File: src/core/dic_pkg.sv
// Constants, field layouts and carrier types for the drive input command logic.
// Assumes one 10 MHz clock and a 32-bit classic Wishbone register port.
package dic_pkg;
  // Clock and timing.
  localparam int CLK_NS = 100;
  localparam int UPDN_STEP_US = 1000;
  localparam int UPDN_STEP_CYC = (UPDN_STEP_US * 1000) / CLK_NS;

  // Frequencies in 0.01 Hz units, setpoints in 0.01 % units.
  localparam logic [15:0] MAINS_FIFTY_FREQ = 16'h1388;
  localparam logic [15:0] MAINS_SIXTY_FREQ = 16'h1770;
  localparam logic [15:0] SETPOINT_FULL = 16'h2710;
  localparam logic [15:0] UPDN_STEP = 16'h0001;
  localparam logic [7:0] EXT_TRIP_ALARM_CODE = 8'h02;

  // Register byte offsets.
  localparam logic [7:0] ASSIGN_OFS = 8'h00;
  localparam logic [7:0] POLARITY_OFS = 8'h04;
  localparam logic [7:0] CONFIG_OFS = 8'h08;
  localparam logic [7:0] MAX_FREQ_OFS = 8'h0c;
  localparam logic [7:0] STATUS_OFS = 8'h10;
  localparam logic [7:0] FREQ_REF_OFS = 8'h14;
  localparam logic [7:0] SETPOINT_OFS = 8'h18;
  localparam logic [7:0] KEYPAD_OFS = 8'h1c;
  localparam logic [7:0] ALARM_OFS = 8'h20;
  localparam logic [7:0] PRESET_BASE_OFS = 8'h40;

  // Configuration register fields.
  localparam int CFG_SRC1_INV_BIT = 0;
  localparam int CFG_PID_EN_BIT = 1;
  localparam int CFG_PID_INV_BIT = 2;
  localparam int CFG_UPDN_PID_BIT = 3;

  // Reset values.
  localparam logic [22:0] ASSIGN_RST = 23'h7fffff;
  localparam logic [22:0] POLARITY_RST = 23'h000000;
  localparam logic [3:0] CONFIG_RST = 4'h0;
  localparam logic [15:0] MAX_FREQ_RST = 16'h1770;

  // One bit per terminal command, sampled from the input terminals.
  typedef struct packed {
    logic preset_sel_bit0;
    logic preset_sel_bit1;
    logic preset_sel_bit2;
    logic preset_sel_bit3;
    logic three_wire_hold;
    logic run_forward_cmd;
    logic run_reverse_cmd;
    logic coast_stop_cmd;
    logic alarm_reset_cmd;
    logic external_trip_cmd;
    logic jog_ready_cmd;
    logic freq_source_select;
    logic motor_select_a;
    logic motor_select_b;
    logic motor_select_c;
    logic torque_limit_select;
    logic mains_handover_fifty;
    logic mains_handover_sixty;
    logic up_cmd;
    logic down_cmd;
    logic keypad_write_enable;
    logic process_loop_cancel;
    logic inverse_select;
  } dic_term_t;

  // Commands whose plain code acts when the terminal is OFF.
  localparam dic_term_t FAILSAFE_MASK = '{external_trip_cmd: 1'b1, default: 1'b0};

  // Drive-facing control word.
  typedef struct packed {
    logic output_enable;
    logic run_forward;
    logic run_reverse;
    logic jog_ready;
    logic [1:0] motor_sel;
    logic torque_limit_sel;
    logic pid_enable;
    logic pid_inverse;
    logic src1_inverse;
    logic mains_pickup;
  } dic_ctl_t;

  // Handover states, one-hot.
  typedef enum logic [2:0] {
    HO_IDLE = 3'b001,
    HO_MAINS = 3'b010,
    HO_BLOCKED = 3'b100
  } dic_ho_t;
endpackage

File: src/core/dic_top.sv
// Terminal command interpreter of a motor drive with a Wishbone register port.
// Assumes terminal inputs are synchronous to clk_i and a classic Wishbone master.
//
// The Wishbone register port and the address map were decided locally.
`timescale 1ns/1ps
module dic_top #(
  parameter int UPDN_CYC = dic_pkg::UPDN_STEP_CYC
) (
  input wire logic clk_i,
  input wire logic rst_i,
  input wire logic [7:0] wb_adr_i,
  input wire logic [31:0] wb_dat_i,
  input wire logic [3:0] wb_sel_i,
  input wire logic wb_we_i,
  input wire logic wb_cyc_i,
  input wire logic wb_stb_i,
  output logic [31:0] wb_dat_o,
  output logic wb_ack_o,
  input wire dic_pkg::dic_term_t term_i,
  input wire logic [15:0] analog_ref_i,
  input wire logic keypad_wr_i,
  input wire logic [15:0] keypad_data_i,
  output dic_pkg::dic_ctl_t ctl_o,
  output logic [15:0] freq_ref_o,
  output logic [15:0] setpoint_o,
  output logic fault_relay_out_o,
  output logic [7:0] alarm_code_o
);
  // Sampled terminals and decoded active commands.
  dic_pkg::dic_term_t term_q, act, act_prev;
  logic [22:0] assign_mask, next_assign, polarity, next_polarity;
  logic [3:0] config_r, next_config;
  logic [15:0] max_freq, next_max_freq, keypad_param, next_keypad_param;
  logic [15:0] updn_freq, next_updn_freq, setpoint, next_setpoint;
  logic [15:0] preset_q, mem_bus_q;
  logic trip_latch, next_trip_latch, relay, next_relay;
  logic [7:0] alarm_code, next_alarm_code;
  logic run_fwd, next_run_fwd, run_rev, next_run_rev;
  dic_pkg::dic_ho_t ho_state, next_ho_state;
  logic [13:0] tick_cnt, next_tick_cnt;
  logic tick;
  logic bus_req, bus_pend, next_bus_pend, mem_we;
  logic [31:0] next_dat;
  logic [15:0] src1, src_sel, next_freq;
  logic preset_used, run_any, run_rise, alarm_any;
  dic_pkg::dic_ctl_t next_ctl;

  // Byte-lane merge for register writes.
  function automatic logic [31:0] lane_merge(input logic [31:0] old, input logic [31:0] nw,
                                             input logic [3:0] sel);
    logic [31:0] r;
    r = old;
    for (int i = 0; i < 4; i++) begin
      if (sel[i]) begin
        r[i*8 +: 8] = nw[i*8 +: 8];
      end
    end
    return r;
  endfunction

  // Saturating step used by both up/down accumulators.
  function automatic logic [15:0] step_clamp(input logic [15:0] v, input logic up,
                                             input logic dn, input logic [15:0] top);
    logic [15:0] r;
    r = v;
    if (up && !dn) begin
      r = (v >= top || top - v <= dic_pkg::UPDN_STEP) ? top : v + dic_pkg::UPDN_STEP;
    end else if (dn && !up) begin
      r = (v <= dic_pkg::UPDN_STEP) ? 16'h0000 : v - dic_pkg::UPDN_STEP;
    end
    return r;
  endfunction

  dic_preset_mem u_mem (
    .clk_i(clk_i),
    .we_i(mem_we),
    .waddr_i(wb_adr_i[5:2]),
    .wdata_i(wb_dat_i[15:0]),
    .raddr_a_i({act.preset_sel_bit3, act.preset_sel_bit2, act.preset_sel_bit1,
                act.preset_sel_bit0}),
    .rdata_a_o(preset_q),
    .raddr_b_i(wb_adr_i[5:2]),
    .rdata_b_o(mem_bus_q)
  );

  // Polarity and assignment are applied once, so every decoder sees active-high commands.
  always_comb begin
    act = dic_pkg::dic_term_t'(assign_mask & (term_q ^ polarity ^ dic_pkg::FAILSAFE_MASK));
    bus_req = wb_cyc_i && wb_stb_i && !wb_ack_o;
    mem_we = bus_req && !bus_pend && wb_we_i && wb_adr_i[7:6] == 2'b01 && wb_sel_i[0];
    tick = (tick_cnt == 14'(UPDN_CYC - 1));
    run_any = act.run_forward_cmd || act.run_reverse_cmd;
    run_rise = run_any && !(act_prev.run_forward_cmd || act_prev.run_reverse_cmd);
    alarm_any = trip_latch || act.external_trip_cmd;
    preset_used = |assign_mask[22:19];
  end

  // Terminal sampling register.
  always_ff @(posedge clk_i) begin
    if (rst_i) begin
      // Idle level of the fail-safe trip pin, so release of reset is not seen as a trip.
      term_q <= dic_pkg::FAILSAFE_MASK;
      act_prev <= '0;
    end else begin
      term_q <= term_i;
      act_prev <= act;
    end
  end

  // Register writes; the bus answers two cycles after a request is first seen.
  always_comb begin
    next_assign = assign_mask;
    next_polarity = polarity;
    next_config = config_r;
    next_max_freq = max_freq;
    next_bus_pend = bus_req && !bus_pend;
    next_dat = 32'h0000_0000;
    if (bus_req && !bus_pend && wb_we_i) begin
      case (wb_adr_i)
        dic_pkg::ASSIGN_OFS: next_assign = 23'(lane_merge(32'(assign_mask), wb_dat_i, wb_sel_i));
        dic_pkg::POLARITY_OFS: next_polarity = 23'(lane_merge(32'(polarity), wb_dat_i, wb_sel_i));
        dic_pkg::CONFIG_OFS: next_config = 4'(lane_merge(32'(config_r), wb_dat_i, wb_sel_i));
        dic_pkg::MAX_FREQ_OFS: next_max_freq = 16'(lane_merge(32'(max_freq), wb_dat_i, wb_sel_i));
        default: next_dat = 32'h0000_0000;
      endcase
    end
    // Read data are taken in the second cycle so the table's registered port is ready.
    if (bus_pend) begin
      case (wb_adr_i)
        dic_pkg::ASSIGN_OFS: next_dat = 32'(assign_mask);
        dic_pkg::POLARITY_OFS: next_dat = 32'(polarity);
        dic_pkg::CONFIG_OFS: next_dat = 32'(config_r);
        dic_pkg::MAX_FREQ_OFS: next_dat = 32'(max_freq);
        dic_pkg::STATUS_OFS: next_dat = {22'h000000, ho_state, relay, trip_latch, ctl_o.jog_ready,
                                         ctl_o.run_reverse, ctl_o.run_forward, ctl_o.output_enable,
                                         ctl_o.mains_pickup};
        dic_pkg::FREQ_REF_OFS: next_dat = {16'h0000, freq_ref_o};
        dic_pkg::SETPOINT_OFS: next_dat = {16'h0000, setpoint};
        dic_pkg::KEYPAD_OFS: next_dat = {16'h0000, keypad_param};
        dic_pkg::ALARM_OFS: next_dat = {24'h000000, alarm_code};
        default: next_dat = (wb_adr_i[7:6] == 2'b01) ? {16'h0000, mem_bus_q} : 32'h0000_0000;
      endcase
    end
  end

  always_ff @(posedge clk_i) begin
    if (rst_i) begin
      assign_mask <= dic_pkg::ASSIGN_RST;
      polarity <= dic_pkg::POLARITY_RST;
      config_r <= dic_pkg::CONFIG_RST;
      max_freq <= dic_pkg::MAX_FREQ_RST;
      bus_pend <= 1'b0;
      wb_ack_o <= 1'b0;
      wb_dat_o <= 32'h0000_0000;
    end else begin
      assign_mask <= next_assign;
      polarity <= next_polarity;
      config_r <= next_config;
      max_freq <= next_max_freq;
      bus_pend <= next_bus_pend;
      wb_ack_o <= bus_pend;
      wb_dat_o <= next_dat;
    end
  end

  // Alarm, run latch, handover, keypad and up/down state.
  always_comb begin
    next_trip_latch = trip_latch;
    next_relay = relay;
    next_alarm_code = alarm_code;
    if (act.alarm_reset_cmd && !act_prev.alarm_reset_cmd) begin
      next_relay = 1'b0;
    end
    if (!act.alarm_reset_cmd && act_prev.alarm_reset_cmd) begin
      next_trip_latch = 1'b0;
      next_relay = 1'b0;
      next_alarm_code = 8'h00;
    end
    // A trip in the same cycle as a reset edge wins, so it is never lost.
    if (act.external_trip_cmd) begin
      next_trip_latch = 1'b1;
      next_relay = 1'b1;
      next_alarm_code = dic_pkg::EXT_TRIP_ALARM_CODE;
    end
    // Three-wire run: the hold input keeps a pressed direction until hold drops or the other direction is pressed.
    next_run_fwd = act.run_forward_cmd || (act.three_wire_hold && run_fwd && !act.run_reverse_cmd);
    next_run_rev = act.run_reverse_cmd || (act.three_wire_hold && run_rev && !act.run_forward_cmd);
    next_ho_state = ho_state;
    case (ho_state)
      dic_pkg::HO_IDLE: begin
        if (run_rise && (act.mains_handover_fifty || act.mains_handover_sixty)) begin
          next_ho_state = (alarm_any || act.coast_stop_cmd) ? dic_pkg::HO_BLOCKED
                                                             : dic_pkg::HO_MAINS;
        end
      end
      dic_pkg::HO_MAINS: begin
        if (!(next_run_fwd || next_run_rev) || alarm_any) begin
          next_ho_state = dic_pkg::HO_IDLE;
        end
      end
      dic_pkg::HO_BLOCKED: begin
        if (!alarm_any && !act.coast_stop_cmd) begin
          next_ho_state = dic_pkg::HO_IDLE;
        end
      end
      default: next_ho_state = dic_pkg::HO_IDLE;
    endcase
    next_keypad_param = (keypad_wr_i && act.keypad_write_enable) ? keypad_data_i
                                                                 : keypad_param;
    next_tick_cnt = tick ? 14'h0000 : tick_cnt + 14'h0001;
    next_updn_freq = updn_freq;
    next_setpoint = setpoint;
    if (tick) begin
      if (config_r[dic_pkg::CFG_UPDN_PID_BIT]) begin
        next_setpoint = step_clamp(setpoint, act.up_cmd, act.down_cmd,
                                   dic_pkg::SETPOINT_FULL);
      end else begin
        next_updn_freq = step_clamp(updn_freq, act.up_cmd, act.down_cmd, max_freq);
      end
    end
    if (updn_freq > max_freq) begin
      next_updn_freq = max_freq;
    end
  end

  always_ff @(posedge clk_i) begin
    if (rst_i) begin
      trip_latch <= 1'b0;
      relay <= 1'b0;
      alarm_code <= 8'h00;
      run_fwd <= 1'b0;
      run_rev <= 1'b0;
      ho_state <= dic_pkg::HO_IDLE;
      keypad_param <= 16'h0000;
      tick_cnt <= 14'h0000;
      updn_freq <= 16'h0000;
      setpoint <= 16'h0000;
    end else begin
      trip_latch <= next_trip_latch;
      relay <= next_relay;
      alarm_code <= next_alarm_code;
      run_fwd <= next_run_fwd;
      run_rev <= next_run_rev;
      ho_state <= next_ho_state;
      keypad_param <= next_keypad_param;
      tick_cnt <= next_tick_cnt;
      updn_freq <= next_updn_freq;
      setpoint <= next_setpoint;
    end
  end

  // Output decode; the first source is either the preset table or the analog input.
  always_comb begin
    next_ctl.pid_enable = config_r[dic_pkg::CFG_PID_EN_BIT] && !act.process_loop_cancel;
    next_ctl.src1_inverse = config_r[dic_pkg::CFG_SRC1_INV_BIT] ^
                            (act.inverse_select && !next_ctl.pid_enable);
    next_ctl.pid_inverse = config_r[dic_pkg::CFG_PID_INV_BIT] ^ act.inverse_select;
    src1 = preset_used ? preset_q
                       : (next_ctl.src1_inverse ? max_freq - analog_ref_i : analog_ref_i);
    src_sel = act.freq_source_select ? updn_freq : src1;
    next_freq = src_sel;
    if (ho_state == dic_pkg::HO_MAINS) begin
      next_freq = act.mains_handover_sixty ? dic_pkg::MAINS_SIXTY_FREQ
                                           : dic_pkg::MAINS_FIFTY_FREQ;
    end
    next_ctl.mains_pickup = (ho_state == dic_pkg::HO_MAINS);
    next_ctl.output_enable = (run_fwd || run_rev) && !act.coast_stop_cmd && !alarm_any &&
                             (ho_state != dic_pkg::HO_BLOCKED);
    next_ctl.run_forward = run_fwd;
    next_ctl.run_reverse = run_rev;
    next_ctl.jog_ready = act.jog_ready_cmd;
    next_ctl.motor_sel = act.motor_select_c ? 2'h3 : act.motor_select_b ? 2'h2 :
                         act.motor_select_a ? 2'h1 : 2'h0;
    next_ctl.torque_limit_sel = act.torque_limit_select;
  end

  always_ff @(posedge clk_i) begin
    if (rst_i) begin
      ctl_o <= '0;
      freq_ref_o <= 16'h0000;
      setpoint_o <= 16'h0000;
      fault_relay_out_o <= 1'b0;
      alarm_code_o <= 8'h00;
    end else begin
      ctl_o <= next_ctl;
      freq_ref_o <= next_freq;
      setpoint_o <= setpoint;
      fault_relay_out_o <= relay;
      alarm_code_o <= alarm_code;
    end
  end
endmodule

File: src/core/dic_preset_mem.sv
// Sixteen-word preset frequency table with one write port and two read ports.
// Assumes writes come from the register bus; both read ports are registered.
`timescale 1ns/1ps
module dic_preset_mem (
  input wire logic clk_i,
  input wire logic we_i,
  input wire logic [3:0] waddr_i,
  input wire logic [15:0] wdata_i,
  input wire logic [3:0] raddr_a_i,
  output logic [15:0] rdata_a_o,
  input wire logic [3:0] raddr_b_i,
  output logic [15:0] rdata_b_o
);
  logic [15:0] mem [16];

  // Storage holds no reset; software loads the table before use.
  always_ff @(posedge clk_i) begin
    if (we_i) begin
      mem[waddr_i] <= wdata_i;
    end
    rdata_a_o <= mem[raddr_a_i];
    rdata_b_o <= mem[raddr_b_i];
  end
endmodule

File: config.mk
export PLATFORM = sky130hd
export DESIGN_NAME = dic_top
export DESIGN_NICKNAME = d
export VERILOG_FILES = /design/src/core/dic_pkg.sv /design/src/core/dic_top.sv /design/src/core/dic_preset_mem.sv
export SDC_FILE = /design/constraint.sdc
export NUM_CORES = 1
export LEC_CHECK = 0
export BUFFER_PORTS_ARGS = -buffer_cell sky130_fd_sc_hd__buf_4
export CAP_MARGIN = 0
export CORE_MARGIN = 5
export CORE_UTILIZATION = 29
export CTS_BUF_LIST = sky130_fd_sc_hd__clkbuf_4 sky130_fd_sc_hd__clkbuf_8
export DETAILED_ROUTE_END_ITERATION = 12
export PLACE_DENSITY_LB_ADDON = 0.3
export SLEW_MARGIN = 20
export SYNTH_ARGS = -nofsm -noshare
export SYNTH_HDL_FRONTEND = slang
export SYNTH_HIERARCHICAL = 1
export SYNTH_SLANG_ARGS = --single-unit
File: constraint.sdc
create_clock -name clk_i -period 5.3 [get_ports clk_i]
set_clock_uncertainty 0.05 [all_clocks]
set_input_delay 1.325 -clock clk_i [delete_from_list [all_inputs] [get_ports clk_i]]
set_output_delay 1.325 -clock clk_i [all_outputs]
set_load 0.05 [all_outputs]
==> flow_metrics.env <==
export IMPL_dp_hpwl_um=59800
export IMPL_clk_pin_slew_worst_paths_ns=0.06
export IMPL_rows=108
export IMPL_fillers=8653
export IMPL_drt_iter0_drc=1998
export IMPL_ys_top_cells_by_area="edfxtp_1 31%, dfxtp_1 21%, mux4_2 9.1%"
export IMPL_setup_violations=0
export IMPL_syn_avg_cell_area_um2=11.8
export IMPL_leakage_uw=0.0104
export IMPL_numCtsBuffers=91
export IMPL_regArea_um2=13000
export IMPL_clk_path_buf_depth=3
export IMPL_irDropWorstVdd_v=0.000183
export IMPL_antenna_left=0
export IMPL_cp_max_fo=27
export IMPL_yosys_warnings=6
export IMPL_cts_setup_buffers=0
export IMPL_grt_pass1_vias=18900
export IMPL_fin_nets=2445
export IMPL_maxCapViolCount=0
export IMPL_gp_congestion=0.920
export IMPL_syn_inst=2133
export IMPL_die_height_um=305
export IMPL_yosysUniqueCellTypes=89
export IMPL_critPathRequiredTime_ns=5.79
export IMPL_io_pins=190
export IMPL_htreeDepth=3
export IMPL_hold_path_class="flip-flop to flip-flop"
export IMPL_synth_enable_flop_cells=256
export IMPL_synthMostInstantiatedCell="dfxtp_1"
export IMPL_met2_length_um=39500
export IMPL_cts_num_sinks=519
export IMPL_track_usage=0.175
export IMPL_worstMarginPinSlew_ns=1.15
export IMPL_grt_max_degree=73
export IMPL_hold_violations=0
export IMPL_insertion_delay_ns=0.69
export IMPL_clock_tree_root_cell="clkbuf_8"
export IMPL_synth_top_cell_by_area="edfxtp_1"
export IMPL_ys_top_cells_by_count="263 x dfxtp_1, 256 x edfxtp_1, 200 x nand2_1"
export IMPL_p_per_area_nw_per_um2=354
export IMPL_multi_input_area_um2=11400
export IMPL_initial_utilization=0.291
export IMPL_critPathKind="flip-flop to flip-flop"
export IMPL_crit_path_start_kind="flip-flop"
export IMPL_ctsResizeCount=0
export IMPL_post_route_drc_count=0
export IMPL_core_area_um2=86500
export IMPL_wl_met3_um=6900
export IMPL_layout_area_overhead_vs_synth_pct=16.7
export IMPL_wirelength_um=85200
export IMPL_antenna_found_initial=3
export IMPL_vias=19100
export IMPL_async_reset_ff_frac=0
export IMPL_synth_top_area_frac=0.305
export IMPL_ys_seq_elements=519
export IMPL_die_area_um2=92800
export IMPL_drt_pass1_iter_count=5
export IMPL_die_width_um=305
export IMPL_drive_gt1_frac=0.216
export IMPL_portBuffers=163
export IMPL_wl_per_cell_um=24.2
export IMPL_period_needed_ns=4.20
export IMPL_grt_first_pass_wirelength_um=124000
export IMPL_fmax_ghz=0.238
export IMPL_rsz0062_at_grt="no"
export IMPL_ys_seq_area_frac=0.514
export IMPL_slew_viol_final=0
export IMPL_cts_tree="yes"
export IMPL_synth_main_ff_cell="dfxtp_1"
export IMPL_fin_tns_setup_ns=0
export IMPL_slew_headroom=0.236
export IMPL_min_period_over_period=0.793
export IMPL_synth_area_um2=25200
export IMPL_crit_path_end_kind="flip-flop"
export IMPL_finalHoldWorstSlack_ns=0.384
export IMPL_top_layer="met4"
export IMPL_holdBufCountCts=0
export IMPL_postLayoutCoreUtil=0.340
export IMPL_routedLengthMet1_um=36100
export IMPL_grt_overflow_total=0
export IMPL_critical_path_arrival_ns=4.69
export IMPL_viasPerCell=5.41
export IMPL_outcome="finished clean"
-- final cells by class --
| cell class | count | area share |
|---|---|---|
| tap | 1155 | 0.0492 |
| sequential | 519 | 0.441 |
| multi-input combinational | 1438 | 0.387 |
| timing repair buffer | 208 | 0.0538 |
| clock inverter | 29 | 0.00800 |
| inverter | 40 | 0.00511 |
| antenna | 3 | 0.000255 |
| clock buffer | 132 | 0.0556 |
-- registers in the layout, summed over array words and instances, names as in the netlist, 23 cells and up --
register / flops
assign_mask: 23
term_q: 23
u_mem/mem: 256
wb_dat_o: 23
polarity: 23
-- cells in the final DEF, fill, tap and decap left out, types with 17 or more instances in the layout --
master	n
buf_4	206
edfxtp_1	256
xor2_1	43
mux4_1	24
dfxtp_1	263
a211oi_1	17
ha_1	40
nor4_1	18
nand3_1	44
clkbuf_4	29
a21oi_1	69
nor2b_1	52
and3_1	18
nor3_1	44
xnor2_1	30
nor2_1	175
mux2i_1	99
and2_1	20
mux4_2	102
o211ai_1	28
a221oi_1	19
a31oi_1	19
clkbuf_8	103
o21ai_0	79
nand2_1	200
a22oi_1	86
inv_1	40
-- worst paths after layout --
| path | to | slack (ns) | start | depth (start not counted) |
|---|---|---|---|---|
| setup / recovery | updn_freq[5]$_SDFFE_PP0P_ | 1.10 | max_freq[0]$_SDFFE_PP0P_ | 13 |
| hold / removal | wb_dat_o[8]$_SDFF_PP0_ | 0.38 | u_mem/rdata_b_o[8]$_DFF_P_ | 1 |
| setup reg to reg | updn_freq[5]$_SDFFE_PP0P_ | 1.10 | max_freq[0]$_SDFFE_PP0P_ | 13 |
| hold reg to reg | wb_dat_o[8]$_SDFF_PP0_ | 0.38 | u_mem/rdata_b_o[8]$_DFF_P_ | 1 |
-- routing by layer --
metal  vias up  global-route usage
met2       844               0.281
met1      9654               0.237
li1       8439                   -
met5         -                   0
met4         0              0.0542
met3       137              0.0399
-- worst max-delay path, cell delays in order, from the launching register on --
cell	delay (ns)
dfxtp_1	0.47
inv_1	0.16
ha_1	0.25
fa_1	0.40
nand2b_1	0.20
a211oi_2	0.36
o31ai_1	0.13
o2bb2ai_1	0.13
o21ai_0	0.25
nor4_2	0.12
a31oi_4	0.76
mux2_2	0.41
a221oi_1	0.27
nor3_1	0.08
-- cells by family after synthesis --
group / count (synthesis) / synth area share
buffers and inverters: 191 / 0.0381
other: 1 / 0.000149
AOI/OAI and AO/OA: 425 / 0.118
and+or+nand+nor: 647 / 0.121
DFF: 519 / 0.514
adders and majority gates: 42 / 0.0215
xor gates and xnor gates: 74 / 0.0257
muxes: 234 / 0.161
-- through the flow --
| step | instance area (um2) | instances | power (uW) | setup WS, ns |
|---|---|---|---|---|
| 2_1_floorplan | 25200 | 2148 | 6070 | 0.992 |
| 3_3_place_gp | 27500 | 3359 | 6620 | 1.12 |
| 3_5_place_dp | 27500 | 3360 | 6650 | 1.12 |
| 4_1_cts | 29400 | 3521 | 10500 | 1.11 |
| 5_1_grt | 29400 | 3522 | 10900 | 0.856 |
| 6_report | 29400 | 3524 | 10400 | 1.10 |
-- report_power, final --
| group | internal (uW) | switching [uW] | total (uW) |
|---|---|---|---|
| clock network | 2100 | 1690 | 3790 |
| logic | 780 | 1300 | 2080 |
| registers | 4330 | 194 | 4520 |
| total | 7200 | 3190 | 10400 |
(Power assumes the default switching activity.)
